## config.mk

```make
export PLATFORM = sky130hd
export DESIGN_NAME = npc_peer_ctrl
export DESIGN_NICKNAME = d
export VERILOG_FILES = /design/src/npc_pkg.sv /design/src/npc_peer_ctrl.sv
export VERILOG_INCLUDE_DIRS = /design/src /design/src/src
export SDC_FILE = /design/constraint.sdc
export NUM_CORES = 1
export LEC_CHECK = 0
export BUFFER_PORTS_ARGS = -buffer_cell sky130_fd_sc_hd__clkbuf_2
export CAP_MARGIN = 20
export CORE_ASPECT_RATIO = 1.4
export CORE_MARGIN = 4
export CORE_UTILIZATION = 45
export CTS_CLUSTER_SIZE = 24
export DETAILED_ROUTE_END_ITERATION = 10
export PLACE_DENSITY_LB_ADDON = 0.08
export SLEW_MARGIN = 30
export SYNTH_ARGS = -nofsm -noshare
export SYNTH_HDL_FRONTEND = slang
export SYNTH_SLANG_ARGS = --single-unit
```

## constraint.sdc

```tcl
create_clock -name core_clk -period 5.9 [get_ports core_clk]
set_input_delay 0.295 -clock core_clk [delete_from_list [all_inputs] [get_ports core_clk]]
set_output_delay 0.295 -clock core_clk [all_outputs]
set_load 0.01 [all_outputs]
```

## src/npc_map.svh

```systemverilog
`ifndef NPC_MAP_SVH
`define NPC_MAP_SVH
// register offsets within a page
`define NPC_OFS_PAGE      4'h0
`define NPC_OFS_MODE      4'h1
`define NPC_OFS_TXRATE    4'h2
`define NPC_OFS_RXRATE    4'h3
`define NPC_OFS_DRVLOGIC  4'h4
`define NPC_OFS_DRVAUTO   4'h5
`define NPC_OFS_STATUS    4'h6
`define NPC_PAGE_CMD      2'h1
// field positions
`define NPC_MODE_INIT_BIT   0
`define NPC_MODE_ACTIVE_BIT 1
`define NPC_MODE_CARD_BIT   2
`define NPC_RATE_LSB        4
`define NPC_RATE_MSB        6
`define NPC_DRV_ON_BIT      0
`define NPC_RATE_106        3'h0
`define NPC_RATE_212        3'h1
`define NPC_RATE_424        3'h2
// reset values
`define NPC_RST_PAGE      2'h0
`define NPC_RST_BYTE      8'h00
// timing: quiet interval in microseconds, clock period in ns
`define NPC_QUIET_US      5
`define NPC_CLK_NS        20
`define NPC_QUIET_CYC     ((`NPC_QUIET_US * 1000 + `NPC_CLK_NS - 1) / `NPC_CLK_NS)
`endif

```

## src/npc_pkg.sv

```systemverilog
package npc_pkg;
  typedef enum logic [1:0] {CODE_MILLER, CODE_MANCH, CODE_BPSK} npc_code_t;
  typedef enum logic [1:0] {ROLE_TARGET, ROLE_LISTEN, ROLE_INIT} npc_role_t;
  typedef struct packed {
    logic [3:0] addr;
    logic [7:0] wdata;
    logic       wr;
    logic       rd;
  } npc_bus_t;
  typedef struct packed {
    logic      framing14443;  // 1: 14443A framing, 0: preamble/sync framing
    npc_code_t txCode;
    npc_code_t rxCode;
    logic      shallowAsk;    // 8-30 % modulation depth
    logic      loadMod;       // answer by load modulation
    logic      fieldOn;
    logic      extPathOnly;   // rate needs external circuitry
    logic [7:0] bitCarriers;  // carrier periods per bit
  } npc_coding_t;
  typedef struct packed {
    logic [1:0]  page;
    logic [7:0]  mode;
    logic [7:0]  txRate;
    logic [7:0]  rxRate;
    logic [7:0]  drvLogic;
    logic [7:0]  drvAuto;
    logic [2:0]  activeRate;
    npc_role_t   role;
    logic [15:0] quietCnt;
    logic        fldSync1;
    logic        fldSync2;
    logic        inTrans;
    logic [7:0]  rdData;
    npc_coding_t coding;
  } npc_state_t;
endpackage : npc_pkg
```

## src/npc_peer_ctrl.sv

```systemverilog
// Decided for this implementation: strobed register access.
`timescale 1ns/1ps
`include "npc_map.svh"
module npc_peer_ctrl #(
  parameter int QUIET_CYC = `NPC_QUIET_CYC
) (
  input  wire logic                core_clk,
  input  wire logic                sys_rst,
  input  wire logic                clkEn,
  input  wire npc_pkg::npc_bus_t   regBus,
  input  wire logic                transBusy,
  input  wire logic                txActive,
  input  wire logic                extFieldPin,
  output logic [7:0]               rdData,
  output npc_pkg::npc_coding_t     coding,
  output logic                     detectorEn,
  output logic                     initStart,
  output logic [2:0]               activeRate
);
  npc_pkg::npc_state_t st_reg;
  npc_pkg::npc_state_t st_next;
  logic initReq;
  logic activeMode;
  logic cardMode;
  logic [2:0] reqRate;

  assign initReq    = st_reg.mode[`NPC_MODE_INIT_BIT];
  assign activeMode = st_reg.mode[`NPC_MODE_ACTIVE_BIT];
  assign cardMode   = st_reg.mode[`NPC_MODE_CARD_BIT];
  assign reqRate    = st_reg.txRate[`NPC_RATE_MSB:`NPC_RATE_LSB];

  always_comb
  begin
    st_next = st_reg;
    st_next.fldSync1 = extFieldPin;
    st_next.fldSync2 = st_reg.fldSync1;
    st_next.inTrans  = transBusy;
    st_next.rdData   = 8'h00;
    if (regBus.wr)
    begin
      if (regBus.addr == `NPC_OFS_PAGE)
        st_next.page = regBus.wdata[1:0];
      else if (st_reg.page == `NPC_PAGE_CMD)
      begin
        unique case (regBus.addr)
          `NPC_OFS_MODE:     st_next.mode = regBus.wdata;
          `NPC_OFS_TXRATE:   st_next.txRate = regBus.wdata;
          `NPC_OFS_RXRATE:   st_next.rxRate = regBus.wdata;
          `NPC_OFS_DRVLOGIC: st_next.drvLogic = regBus.wdata;
          `NPC_OFS_DRVAUTO:  st_next.drvAuto = regBus.wdata;
          default:           st_next.drvAuto = st_reg.drvAuto;
        endcase
      end
    end
    if (regBus.rd)
    begin
      if (regBus.addr == `NPC_OFS_PAGE)
        st_next.rdData = {6'h00, st_reg.page};
      else if (st_reg.page == `NPC_PAGE_CMD)
      begin
        unique case (regBus.addr)
          `NPC_OFS_MODE:     st_next.rdData = st_reg.mode;
          `NPC_OFS_TXRATE:   st_next.rdData = st_reg.txRate;
          `NPC_OFS_RXRATE:   st_next.rdData = st_reg.rxRate;
          `NPC_OFS_DRVLOGIC: st_next.rdData = st_reg.drvLogic;
          `NPC_OFS_DRVAUTO:  st_next.rdData = st_reg.drvAuto;
          `NPC_OFS_STATUS:   st_next.rdData = {3'h0, st_reg.activeRate, st_reg.role};
          default:           st_next.rdData = 8'h00;
        endcase
      end
    end
    // rate latched only while no transaction runs
    if (!st_reg.inTrans)
      st_next.activeRate = reqRate;
    unique case (st_reg.role)
      npc_pkg::ROLE_TARGET:
      begin
        st_next.quietCnt = 16'h0000;
        if (initReq && !cardMode)
          st_next.role = npc_pkg::ROLE_LISTEN;
      end
      npc_pkg::ROLE_LISTEN:
      begin
        if (!initReq)
          st_next.role = npc_pkg::ROLE_TARGET;
        else if (st_reg.fldSync2)
          st_next.quietCnt = 16'h0000;
        else if (st_reg.quietCnt == 16'(QUIET_CYC - 1))
          st_next.role = npc_pkg::ROLE_INIT;
        else
          st_next.quietCnt = st_reg.quietCnt + 16'h0001;
      end
      npc_pkg::ROLE_INIT:
        if (!initReq)
          st_next.role = npc_pkg::ROLE_TARGET;
      // code 3 is illegal: fall back to the safe target role
      default:
        st_next.role = npc_pkg::ROLE_TARGET;
    endcase
    // coding selection from the rate in force
    st_next.coding = '0;
    st_next.coding.extPathOnly = (st_reg.activeRate > `NPC_RATE_424);
    unique case (st_reg.activeRate)
      `NPC_RATE_106: st_next.coding.bitCarriers = 8'h80;
      `NPC_RATE_212: st_next.coding.bitCarriers = 8'h40;
      default:       st_next.coding.bitCarriers = 8'h20;
    endcase
    if (st_reg.activeRate == `NPC_RATE_106)
    begin
      st_next.coding.framing14443 = 1'b1;
      st_next.coding.txCode = npc_pkg::CODE_MILLER;
      st_next.coding.rxCode = npc_pkg::CODE_MILLER;
      if (cardMode || (!activeMode && st_reg.role == npc_pkg::ROLE_TARGET))
        st_next.coding.txCode = npc_pkg::CODE_MANCH;
      else if (st_reg.role == npc_pkg::ROLE_TARGET && activeMode)
        st_next.coding.rxCode = npc_pkg::CODE_MILLER;
      if (st_reg.role != npc_pkg::ROLE_TARGET)
        st_next.coding.rxCode = npc_pkg::CODE_MANCH;
    end
    else if (cardMode && st_reg.mode[3])
    begin
      // 14443A card emulation at higher rates
      st_next.coding.framing14443 = 1'b1;
      st_next.coding.rxCode = npc_pkg::CODE_MILLER;
      st_next.coding.txCode = npc_pkg::CODE_BPSK;
    end
    else
    begin
      st_next.coding.framing14443 = 1'b0;
      st_next.coding.txCode = npc_pkg::CODE_MANCH;
      st_next.coding.rxCode = npc_pkg::CODE_MANCH;
      st_next.coding.shallowAsk = (st_reg.role == npc_pkg::ROLE_INIT) && !activeMode;
    end
    // field and load modulation policy
    if (st_reg.role == npc_pkg::ROLE_INIT)
      st_next.coding.fieldOn = activeMode ? txActive : 1'b1;
    else
      st_next.coding.fieldOn = activeMode && txActive && !cardMode;
    st_next.coding.loadMod = (st_reg.role == npc_pkg::ROLE_TARGET) && (!activeMode || cardMode);
    if (sys_rst)
    begin
      st_next = '0;
      st_next.role = npc_pkg::ROLE_TARGET;
    end
  end

  always_ff @(posedge core_clk)
  begin
    if (sys_rst || clkEn)
      st_reg <= st_next;
  end

  logic initPulse_reg;
  logic initPulse_next;
  assign initPulse_next = (st_reg.role == npc_pkg::ROLE_LISTEN) && (st_next.role == npc_pkg::ROLE_INIT);
  always_ff @(posedge core_clk)
  begin
    if (sys_rst)
      initPulse_reg <= 1'b0;
    else if (clkEn)
      initPulse_reg <= initPulse_next;
  end

  logic detEn_reg;
  always_ff @(posedge core_clk)
  begin
    if (sys_rst)
      detEn_reg <= 1'b1;
    else if (clkEn)
      detEn_reg <= (st_next.role != npc_pkg::ROLE_INIT);
  end

  assign rdData     = st_reg.rdData;
  assign coding     = st_reg.coding;
  assign activeRate = st_reg.activeRate;
  assign initStart  = initPulse_reg;
  assign detectorEn = detEn_reg;

  field_off_target_a: assert property (@(posedge core_clk) disable iff (sys_rst)
    (clkEn && st_reg.role == npc_pkg::ROLE_TARGET && !st_reg.mode[`NPC_MODE_ACTIVE_BIT]) |=> !coding.fieldOn)
    else $error("field on in passive target");
  quiet_before_init_a: assert property (@(posedge core_clk) disable iff (sys_rst)
    (clkEn && st_reg.role == npc_pkg::ROLE_LISTEN && st_reg.fldSync2) |=> st_reg.role != npc_pkg::ROLE_INIT)
    else $error("initiator entered while field sensed");
  rate_hold_a: assert property (@(posedge core_clk) disable iff (sys_rst)
    (st_reg.inTrans && clkEn) |=> $stable(st_reg.activeRate))
    else $error("rate changed inside transaction");
  detector_on_a: assert property (@(posedge core_clk) disable iff (sys_rst)
    (st_reg.role == npc_pkg::ROLE_TARGET) |=> ##1 detectorEn || st_reg.role == npc_pkg::ROLE_INIT)
    else $error("detector off in target role");
  low_rate_framing_a: assert property (@(posedge core_clk) disable iff (sys_rst)
    (clkEn && st_reg.activeRate == `NPC_RATE_106) |=> coding.framing14443)
    else $error("wrong framing at lowest rate");
  high_rate_framing_a: assert property (@(posedge core_clk) disable iff (sys_rst)
    (clkEn && st_reg.activeRate == `NPC_RATE_212 && !st_reg.mode[`NPC_MODE_CARD_BIT]) |=> !coding.framing14443)
    else $error("wrong framing at higher rate");
  ext_path_a: assert property (@(posedge core_clk) disable iff (sys_rst)
    (clkEn && st_reg.activeRate > `NPC_RATE_424) |=> coding.extPathOnly)
    else $error("fast rate not flagged");
  init_pulse_a: assert property (@(posedge core_clk) disable iff (sys_rst)
    initStart |-> $past(st_reg.role) == npc_pkg::ROLE_LISTEN || !clkEn)
    else $error("init start without quiet wait");
  page_sel_a: assert property (@(posedge core_clk) disable iff (sys_rst)
    (clkEn && regBus.wr && regBus.addr == `NPC_OFS_PAGE) |=> st_reg.page == $past(regBus.wdata[1:0]))
    else $error("page selector not written");
endmodule : npc_peer_ctrl

```

Yosys cells after proc, flatten, opt, wreduce, memory -nomap -nowiden
Cells that the tools add are included.

cells by class
  bitwise logic cells = 2
  equality and inequality tests = 17
  add/sub/neg operators = 1
  $lt $le $gt $ge = 1
  multiplexer cells = 34
  reductions and logical operators = 37

operator list
  cell                   number
  $mux 40                2
  $mux 8                 8
  $mux 16                3
  $pmux 8 s6             1
  $mux 46                1
  $mux 42                1
  $pmux 16 s2            1
  $reduce_and 5->1       5
  $reduce_bool 2->1      9
  $add 16x1->16 const B  1
  $eq 16x8->1 const B    1
  $pmux 8 s2             1
  $eq 4x3->1 const B     3
  $mux 2                 6
  $mux 5                 2
  $eq 4x2->1 const B     2
  $logic_and 1x1->1      8
  $mux 1                 6
  $ne 2x2->1 const B     3
  $pmux 2 s3             1
  $eq 2x1->1 const B     2
  $eq 2x2->1 const B     2
  $eq 4x1->1 const B     1
  $logic_not 4->1        1
  other kinds (17)       21

storage, ports and cells
  register bits after elaboration = 93
  input bits = 20
  word-level logic and storage cells = 116
  output and inout port bits = 30

Longest topological paths before layout
Gate-level depths: netlist (run 1).

  word-level depth = 8
  depth in mapped cells = 6
  mapped depth without buffers = 6

Worst setup path after synthesis (run 1)
Ideal clock, no wire load.

  kind = register to register
  start point = register st_reg[41] in the netlist's numbering
  end point = register st_reg[28] in the netlist's numbering, enable pin
  arrival = 1732 ps
  path slack = 3854 ps
  library setup time = 314 ps
  buffers on the path = 0
  clock period less this slack = 2046 ps
  data required time = 5586 ps
  cell stages (with the launch flop) = 5
  cell sequence = edfxtp_1 -> or4_4 -> nor4_4 -> o22ai_1 -> a21o_1

between the ends
  longest elaborated chain between the ends = 3

ends and longest elaborated chain
  what                        RTL line              text
  start, declared             npc_peer_ctrl.sv:20   npc_pkg::npc_state_t st_reg;
  start signal, assigned      npc_peer_ctrl.sv:150  st_reg <= st_next;
  $eq 16x8->1                 npc_peer_ctrl.sv:88   else if (st_reg.quietCnt == 16'(QUIET_CYC - 1))
  $ne 4x4->1 (no line)        n/a
  $reduce_and 4->1 (no line)  n/a

Every way passes these cells.
A chain may end at the register's enable or synchronous reset.

Worst setup path after layout (run 1)
  start point = register st_reg[41] in the netlist's numbering
  end point = register st_reg[31] in the netlist's numbering, enable pin

Same word-level chain as after synthesis.

==> impl_metrics.csv, run 1 <==
group,metric,value,unit
outcome,status,"finished clean",
route,vias,2513,
route,vias_per_cell,5.49,
worst_setup_path,crit_fanout,16,
clock_network,clkSlewWorstSetupHoldPaths,0.06,ns
clock_network,cts-hold-fix-buffers,0,
sta,finalSetupTns,0,ns
worst_setup_path,setup.worst_path.end_class,"flop",
clock_network,cts_resized,0,
hold_path,hp-class,"primary input to flop",
sta,worst_pin_slew,0.824,ns
synth,synth_cell_types,50,
synth,ys.flop_type,"edfxtp_1",
placement,io_buffer_count,43,
clock_network,ctsRootBufferMaster,"clkbuf_16",
clock_network,cts_buffer_depth,2,
clock_network,clk_latency,0.33,ns
synth,ys_warn_count,0,
floorplan,dieHeight,122,um
finish,insertedDiodeCount,0,
finish,largest_register_ffs,57,
synth,synth-seq-cells,87,
route,dr.pass1.iters,4,
finish,layout-drive-gt1-share,0.228,
placement,place.gp.congestion,0.773,
worst_setup_path,cp_cell_sequence,"or4_4 -> nor4_4 -> o22ai_1 -> a21o_1",
sta,setup_viol,0,
worst_setup_path,path_delay_family,"simple AND/OR/NAND/NOR gates",
global_route,grt_pass1_vias,2431,
floorplan,coreArea,0.00903,mm^2
worst_setup_path,crit_type,"flop to flop",
floorplan,die_area,0.0109,mm^2
synth,synth_area,0.00417,mm^2
placement,hpwl,5.68,mm
route,drc,0,
pwr,p_per_area,327,mW/mm^2
global_route,grt_usage,0.163,
sta,maxSlewHeadroom,0.451,
worst_setup_path,arrival,2.25,ns
route,ant_nets,0,
clock_network,cts_tree,"yes",
finish,syn_to_final_growth,10.6,%
pwr,peakVddDrop,0.192,mV
route,drt-initial-drc-count,145,
clock_network,cts_buffers,9,
sta,min_period,2.26,ns
synth,synth_edf_count,85,
global_route,grt_pass1_wl,13.2,mm
floorplan,ios,50,
pwr,total_power,1510,uW
worst_setup_path,r2r-end,"st_reg[31]",
sta,rsz0062_at_grt,"no",
worst_setup_path,cp.buffers_inverters,0,
run,maxCapViolations,0,
finish,layoutNonFillerInstCount,458,
worst_setup_path,max_stage_delay,0.58,ns
worst_setup_path,cp_slowest_cell,"or4_4",
floorplan,die_w,89.3,um
placement,dpl.cell_count,442,
clock_network,cts_sinks,87,
global_route,antenna_found_initial,0,
worst_setup_path,worstSetupStartpointType,"flop",
hold_path,hp-start,"extFieldPin",
sta,slew_violations,0,
worst_setup_path,rrSetupSlack,3.64,ns
route,drt_wl_total,8.25,mm
synth,syn_area_per_cell,12.6,um^2
route,wl_per_cell,18.0,um
pwr,cellLeakagePower,0.00167,uW
hold_path,min_to,"st_reg[27]",
floorplan,start_util,0.462,
synth,yosysSeqAreaShare,0.622,
clock_network,ctsHtreeMaxLevel,3,
floorplan,fp-row-count,41,
sta,fin_crit_sh,0.383,
sta,hold_violations,0,
finish,fin_nets,368,
global_route,grt_overflow,0,
worst_setup_path,r2r_start,"st_reg[41]",
synth,async_reset_ff_frac,0,
clock_network,cts_setup_buffers,0,
hold_path,whs_path_depth,2,
worst_setup_path,crit_required,5.89,ns
synth,netlist_instances,330,
worst_setup_path,rr_worst_depth,4,
sta,fmax,442,MHz
global_route,grt_max_degree,41,
sta,fin_skew,0.00593,ns
## power breakdown
part | internal, uW | switching (uW) | leakage [uW]
sequential | 722 | 23.6 | 0.000917
clock | 415 | 234 | 0.000166
combinational | 43.6 | 68.8 | 0.000591
total | 1180 | 326 | 0.00167
## layer usage
layer / routed length (um) / vias to the layer above / GRT usage
met5: 0 / - / 0
met4: 161 / 0 / 0.0670
met3: 338 / 12 / 0.0318
met2: 4190 / 68 / 0.262
met1: 3560 / 1205 / 0.215
li1: - / 1228 / -
## Yosys cell counts, drive strengths merged (7+ instances only)
library cell   n  area share
nand4          7       0.011
xnor2         10       0.021
nor3          13       0.016
edfxtp        85        0.61
buf           34       0.056
nor2b         30       0.045
a21oi         10       0.012
nor2          26       0.023
nand3          8      0.0096
a21o           7       0.013
mux2           9       0.024
clkbuf         9      0.0084
nor4           7       0.017
inv            9      0.0081
nand2          9      0.0081
## worst max-delay path by stage
| stage | startpoint | to | cells after the start |
|---|---|---|---|
| final | st_reg[41] | st_reg[31] | 4 |
| after floorplan | st_reg[41] | st_reg[28] | 4 |
| after CTS | st_reg[29] | st_reg[31] | 6 |
| after global routing | st_reg[29] | st_reg[39] | 6 |
| after detailed placement | st_reg[29] | st_reg[32] | 6 |
| after global placement | st_reg[41] | st_reg[33] | 4 |
## worst register-to-register path, cell delays in order, from the launching register on
cell and delay [ns]:
edfxtp_1 0.48, or4_4 0.58, nor4_4 0.29, o22ai_1 0.13, a21o_1 0.44
## through the flow
step                utilization  setup WS [ns]  area [um^2]  hold WS [ns]
global route              0.511           3.51         4610         0.265
global placement          0.473           3.66         4270         0.463
detailed placement        0.473           3.62         4270         0.473
floorplan                     -           3.85         4190         0.489
CTS                       0.511           3.62         4610         0.258
finish                    0.511           3.64         4610         0.272
## final cells by class
type,instances,area (um^2)
Clock inverter,7,120
Multi-Input combinational cell,196,1290
Timing Repair Buffer,43,215
Fill cell,798,4420
Inverter,9,33.8
Sequential cell,87,2590
Tap cell,107,134
Clock buffer,9,225
## cells in the final DEF (no fill, tap or decap), types with 8 or more instances in the layout
| cell | n |
|---|---|
| nand3_1 | 8 |
| xnor2_1 | 10 |
| inv_1 | 9 |
| edfxtp_1 | 85 |
| nand2_1 | 9 |
| nor2_1 | 26 |
| clkbuf_2 | 43 |
| nor2b_1 | 30 |
| nor3_1 | 13 |
| mux2_2 | 9 |
| a21oi_1 | 10 |
| clkbuf_16 | 9 |
## cells by family after synthesis
| kind of cell | count (synthesis) | share of synthesized area |
|---|---|---|
| other | 1 | 0.000899 |
| multiplexers | 10 | 0.0267 |
| AND/OR/NAND/NOR | 117 | 0.161 |
| adder cells (fa/ha/maj) | 2 | 0.00600 |
| AO/OA/AOI/OAI | 50 | 0.0870 |
| XOR/XNOR | 11 | 0.0231 |
| buffers and inverters | 52 | 0.0729 |
| flip-flops | 87 | 0.622 |
No activity file was read; power rests on OpenSTA's default activity.
==> run 2, diff against run 1 <==
--- a/config.mk
+++ b/config.mk
@@ -6,6 +6,7 @@
 export SDC_FILE = /design/constraint.sdc
 export NUM_CORES = 1
 export LEC_CHECK = 0
+export ABC_AREA = 1
 export BUFFER_PORTS_ARGS = -buffer_cell sky130_fd_sc_hd__clkbuf_2
 export CAP_MARGIN = 20
 export CORE_ASPECT_RATIO = 1.4
==> constraint.sdc (replaced) <==
create_clock -name core_clk -period 2.05 [get_ports core_clk]
set_input_delay 0.1025 -clock core_clk [delete_from_list [all_inputs] [get_ports core_clk]]
set_output_delay 0.1025 -clock core_clk [all_outputs]
set_load 0.01 [all_outputs]
==> impl_metrics.csv, run 2 <==
group,metric,value,unit
clock_network,cts_resized,0,
floorplan,ios,50,
pwr,netSwitchingFraction,0.227,
placement,hpwl,6.89,mm
placement,io_buffer_count,43,
route,vias_per_cell,4.93,
pwr,p_per_area,909,mW/mm^2
synth,synth_cell_types,31,
floorplan,die_w,90.2,um
clock_network,clk_latency,0.34,ns
worst_setup_path,arrival,1.72,ns
synth,synth-seq-cells,87,
clock_network,clkSlewWorstSetupHoldPaths,0.07,ns
route,drt-initial-drc-count,149,
pwr,total_power,4400,uW
clock_network,ctsHtreeMaxLevel,3,
finish,layout-drive-gt1-share,0.207,
finish,mostFrequentLayoutCell,"nand2_1",
synth,synth_top_area_frac,0.599,
pwr,peakVddDrop,0.500,mV
clock_network,cts_sinks,87,
synth,ys_warn_count,0,
worst_setup_path,rrSetupSlack,0.37,ns
worst_setup_path,crit_type,"flop to flop",
clock_network,cts_setup_buffers,0,
global_route,grt_max_degree,27,
synth,async_reset_ff_frac,0,
route,ant_nets,0,
route,wl_per_cell,15.2,um
finish,fin_nets,495,
pwr,power.clock.fraction,0.435,
hold_path,hp-class,"primary input to flop",
clock_network,cts_buffer_depth,2,
sta,setup_ws,0.372,ns
worst_setup_path,worstSetupStartpointType,"flop",
pwr,p_sw,1000,uW
finish,syn_to_final_growth,13.7,%
finish,insertedDiodeCount,0,
global_route,grt_pass1_wl,14.4,mm
placement,place.gp.congestion,0.825,
sta,min_period,1.68,ns
run,maxCapViolations,0,
pwr,seq_power_share,0.489,
sta,fin_crit_sh,0.819,
sta,fin_skew,0.00792,ns
global_route,grt_usage,0.169,
synth,synth.cells.most_frequent,"86 x nand2_1, 85 x edfxtp_1, 66 x nor2_1, 59 x inv_1, 29 x buf_4",
finish,nFillCells,867,
route,drc,0,
placement,placed_area,0.00449,mm^2
floorplan,die_area,0.0111,mm^2
worst_setup_path,crit_required,2.09,ns
pwr,power_frac_comb,0.077,
synth,syn_area_per_cell,9.81,um^2
finish,final_util,0.530,
worst_setup_path,setup.worst_path.end_class,"flop",
pwr,cellLeakagePower,0.00209,uW
synth,synth_edf_count,85,
synth,yosysSeqAreaShare,0.609,
clock_network,cts_tree,"yes",
floorplan,start_util,0.466,
sta,slew_violations,0,
outcome,status,"finished clean",
pwr,p_int,3400,uW
synth,netlist_instances,434,
route,vias,2885,
finish,mostFrequentLayoutCells,"86 x nand2_1, 85 x edfxtp_1, 66 x nor2_1",
floorplan,coreArea,0.00913,mm^2
worst_setup_path,crit_fanout,11,
sta,fmax,596,MHz
sta,setup_viol,0,
finish,largest_register_ffs,57,
global_route,antenna_found_initial,0,
global_route,grt_pass1_vias,2940,
synth,synth_area,0.00426,mm^2
clock_network,cts-hold-fix-buffers,0,
route,drt_wl_total,8.88,mm
placement,place_worst_setup_slack,0.368,ns
synth,synth_area_leaders,"edfxtp_1 60%, nand2_1 7.6%, nor2_1 5.8%",
sta,hold_violations,0,
finish,final_area,0.00484,mm^2
synth,ys.flop_type,"edfxtp_1",
sta,finalSetupTns,0,ns
floorplan,dieHeight,123,um
sta,rsz0062_at_grt,"no",
synth,yosysMostFrequentCell,"nand2_1",
clock_network,ctsRootBufferMaster,"clkbuf_16",
floorplan,fp-row-count,41,
synth,synth_top_cell_by_area,"edfxtp_1",
global_route,grt_overflow,0,
clock_network,cts_buffers,9,
route,dr.pass1.iters,5,
==> run 2: cell type report <==
| cell class | instances | area [um^2] | area share |
|---|---|---|---|
| tap | 107 | 134 | 0.0276 |
| sequential | 87 | 2590 | 0.535 |
| clock buffer | 9 | 225 | 0.0465 |
| clock inverter | 7 | 128 | 0.0263 |
| timing repair buffer | 55 | 305 | 0.0630 |
| multi-input combinational | 257 | 1220 | 0.252 |
| inverter | 63 | 236 | 0.0488 |
==> run 2: per-layer routing <==
| metal | routed length [um] | track usage | part of all wire | vias up |
|---|---|---|---|---|
| met5 | 0 | 0 | 0 | - |
| li1 | - | - | - | 1466 |
| met4 | 144 | 0.0623 | 0.016 | 0 |
| met3 | 294 | 0.0383 | 0.033 | 10 |
| met2 | 5060 | 0.335 | 0.57 | 51 |
| met1 | 3380 | 0.174 | 0.38 | 1358 |
==> run 2: cells by family (layout without fill, tap and decap cells) <==
| kind of cell | count (synthesis) | count (layout) | share of synthesized area |
|---|---|---|---|
| DFF | 87 | 87 | 0.609 |
| buffers and inverters | 95 | 134 | 0.110 |
| AOI/OAI and AO/OA | 43 | 43 | 0.0535 |
| and+or+nand+nor | 206 | 206 | 0.222 |
| adders and majority gates | 2 | 2 | 0.00587 |
| other | 1 | 6 | 0.000880 |
==> run 2: power groups by stage <==
stage               Sequential [uW]  Clock, uW  Combinational [uW]
floorplan                      2170          0                 255
global placement               2190          0                 340
detailed placement             2190          0                 343
CTS                            2150       1940                 345
global route                   2160       2010                 384
finish                         2150       1910                 337
==> run 2: worst max-delay path, cell delays in order, from the launching register on <==
cell and delay (ns):
edfxtp_1 0.45, ha_1 0.23, inv_1 0.05, nor2_1 0.03, nand2_1 0.05, nor2_1 0.05
nand2_1 0.08, nand3_1 0.09, a21oi_2 0.15, buf_4 0.21
==> run 2: worst paths after layout <==
kind          startpoint          to  cells past startpoint
max           st_reg[28]  st_reg[30]                      9
min          extFieldPin  st_reg[27]                      3
min reg2reg   detectorEn  detectorEn                      2
max reg2reg   st_reg[28]  st_reg[30]                      9
==> run 2: metrics by stage <==
| stage | hold slack, ns | std cells |
|---|---|---|
| floorplan | 0.260 | 439 |
| global placement | 0.389 | 569 |
| detailed placement | 0.397 | 569 |
| CTS | 0.0414 | 585 |
| global route | 0.0807 | 585 |
| finish | 0.0481 | 585 |
==> run 3, diff against run 2 <==
==> constraint.sdc (replaced) <==
create_clock -name core_clk -period 1.4 [get_ports core_clk]
set_input_delay 0.07 -clock core_clk [delete_from_list [all_inputs] [get_ports core_clk]]
set_output_delay 0.07 -clock core_clk [all_outputs]
set_load 0.01 [all_outputs]
==> impl_metrics.csv, run 3 (synthesis gave the netlist of run 2 again) <==
group,metric,value,unit
worst_setup_path,arrival,1.72,ns
worst_setup_path,setup.worst_path.end_class,"flop",
route,drt_wl_total,9.68,mm
clock_network,cts_buffers,9,
worst_setup_path,crit_type,"flop to flop",
worst_setup_path,rrSetupSlack,-0.26,ns
route,ant_nets,0,
floorplan,start_util,0.466,
global_route,grt_overflow,0,
global_route,grt_pass1_vias,3239,
run,maxCapViolations,0,
worst_setup_path,crit_required,1.46,ns
clock_network,cts_sinks,87,
hold_path,whs_path_depth,3,
placement,place.gp.congestion,0.824,
route,vias,3106,
finish,fin_nets,553,
finish,largest_register_ffs,57,
floorplan,die_w,90.2,um
route,wl_per_cell,15.1,um
clock_network,cts-hold-fix-buffers,0,
clock_network,cts_tree,"yes",
placement,io_buffer_count,43,
finish,mostFrequentLayoutCell,"edfxtp_1",
outcome,status,"complete, but fails checks",
finish,syn_to_final_growth,28.8,%
global_route,grt_max_degree,17,
worst_setup_path,r2r-end,"st_reg[35]",
sta,setup_viol,26,
floorplan,dieHeight,123,um
outcome,violations,"setup timing",
clock_network,cts_buffer_depth,2,
sta,fmax,602,MHz
route,drc,0,
finish,mostFrequentLayoutCells,"85 x edfxtp_1, 83 x nand2_1, 58 x nor2_1",
route,dr.pass1.iters,4,
hold_path,min_to,"st_reg[27]",
finish,register_area,0.00259,mm^2
clock_network,clkSlewWorstSetupHoldPaths,0.06,ns
pwr,p_per_area,1180,mW/mm^2
route,drt-initial-drc-count,121,
worst_setup_path,crit_fanout,8,
clock_network,clk_latency,0.34,ns
sta,min_period,1.66,ns
hold_path,hp-start,"extFieldPin",
finish,insertedDiodeCount,0,
clock_network,ctsHtreeMaxLevel,3,
sta,fin_skew,0.00558,ns
sta,setup_ws,-0.262,ns
finish,multiInputGateArea,0.00137,mm^2
floorplan,coreArea,0.00913,mm^2
route,vias_per_cell,4.83,
global_route,antenna_found_initial,0,
clock_network,ctsRootBufferMaster,"clkbuf_16",
floorplan,die_area,0.0111,mm^2
floorplan,fp-row-count,41,
worst_setup_path,rr_worst_depth,9,
sta,fin_crit_sh,1.19,
hold_path,hp-class,"primary input to flop",
sta,hold_violations,0,
pwr,cellLeakagePower,0.00242,uW
worst_setup_path,worstSetupStartpointType,"flop",
global_route,grt_usage,0.179,
finish,layout-drive-gt1-share,0.347,
finish,final_area,0.00549,mm^2
pwr,peakVddDrop,1.21,mV
placement,hpwl,7.11,mm
sta,rsz0062_at_grt,"yes",
global_route,grt_pass1_wl,15.3,mm
floorplan,ios,50,
sta,whs,0.0386,ns
worst_setup_path,r2r_start,"st_reg[28]",
placement,placed_area,0.00489,mm^2
sta,slew_violations,0,
finish,nFillCells,795,
run 3: changes by cell type in the layout (fill, tap and decap cells not counted), sizes merged:
cell / delta
bufinv: -1
clkinvlp: +2
buf: +56
clkinv: -1
clkbuf: +2
run 3: repair_timing:
action / CTS / global route
gates resized for setup: 17 / 33
endpoints found under the setup margin: 69 / 76
setup buffers: 5 / 6
pin swaps: 11 / 14
cloned: 1 / 1
run 3: area by class of cell:
| class | instances | share of cell area |
|---|---|---|
| clock buffers | 10 | 0.0417 |
| clock inverters | 6 | 0.0166 |
| inverters | 63 | 0.0438 |
| multi-input cells | 257 | 0.250 |
| flip-flops and latches | 87 | 0.473 |
| well taps | 107 | 0.0244 |
| repair buffers | 112 | 0.149 |
| repair inverters | 1 | 0.00137 |
run 3: how the worst max path moves through the flow:
| stage | from | to | slack [ns] | depth (start not counted) |
|---|---|---|---|---|
| floorplan | st_reg[28] | st_reg[28] | -0.25 | 8 |
| global placement | st_reg[28] | st_reg[39] | -0.16 | 9 |
| detailed placement | st_reg[28] | st_reg[40] | -0.20 | 9 |
| CTS | st_reg[28] | st_reg[40] | -0.20 | 9 |
| global route | st_reg[28] | st_reg[34] | -0.31 | 9 |
| finish | st_reg[28] | st_reg[35] | -0.26 | 9 |
run 3: power by group:
part	total, uW	internal [uW]	leakage, uW	switching (uW)
registers	3130	3050	0.000916	77.5
clock network	2580	1580	0.000158	1010
logic	749	312	0.00134	437
run 3: routing by layer:
| metal | up-vias | global-route usage | share of wire |
|---|---|---|---|
| li1 | 1591 | - | - |
| met1 | 1451 | 0.183 | 0.37 |
| met2 | 48 | 0.353 | 0.58 |
| met3 | 16 | 0.0426 | 0.028 |
| met4 | 0 | 0.0661 | 0.022 |
| met5 | - | 0 | 0 |
run 3: worst max-delay path: stages, from the launching register on:
cell and delay [ns]:
edfxtp_1 0.42, ha_2 0.21, inv_2 0.05, nor2_2 0.03, nand2_1 0.06, nor2_2 0.05, nand2_2 0.07, nand3_2 0.08
a21oi_4 0.21, clkbuf_16 0.20
run 3: metrics by stage:
step	utilization	instances	setup slack, ns	TNS [ns]	total power [uW]
6_report	0.601	643	-0.262	-4.25	6460
5_1_grt	0.601	643	-0.306	-7.16	6730
4_1_cts	0.584	637	-0.199	-3.68	6460
3_5_place_dp	0.535	615	-0.204	-4.52	3860
3_3_place_gp	0.535	615	-0.160	-3.41	3840
2_1_floorplan	-	439	-0.246	-11.67	3560
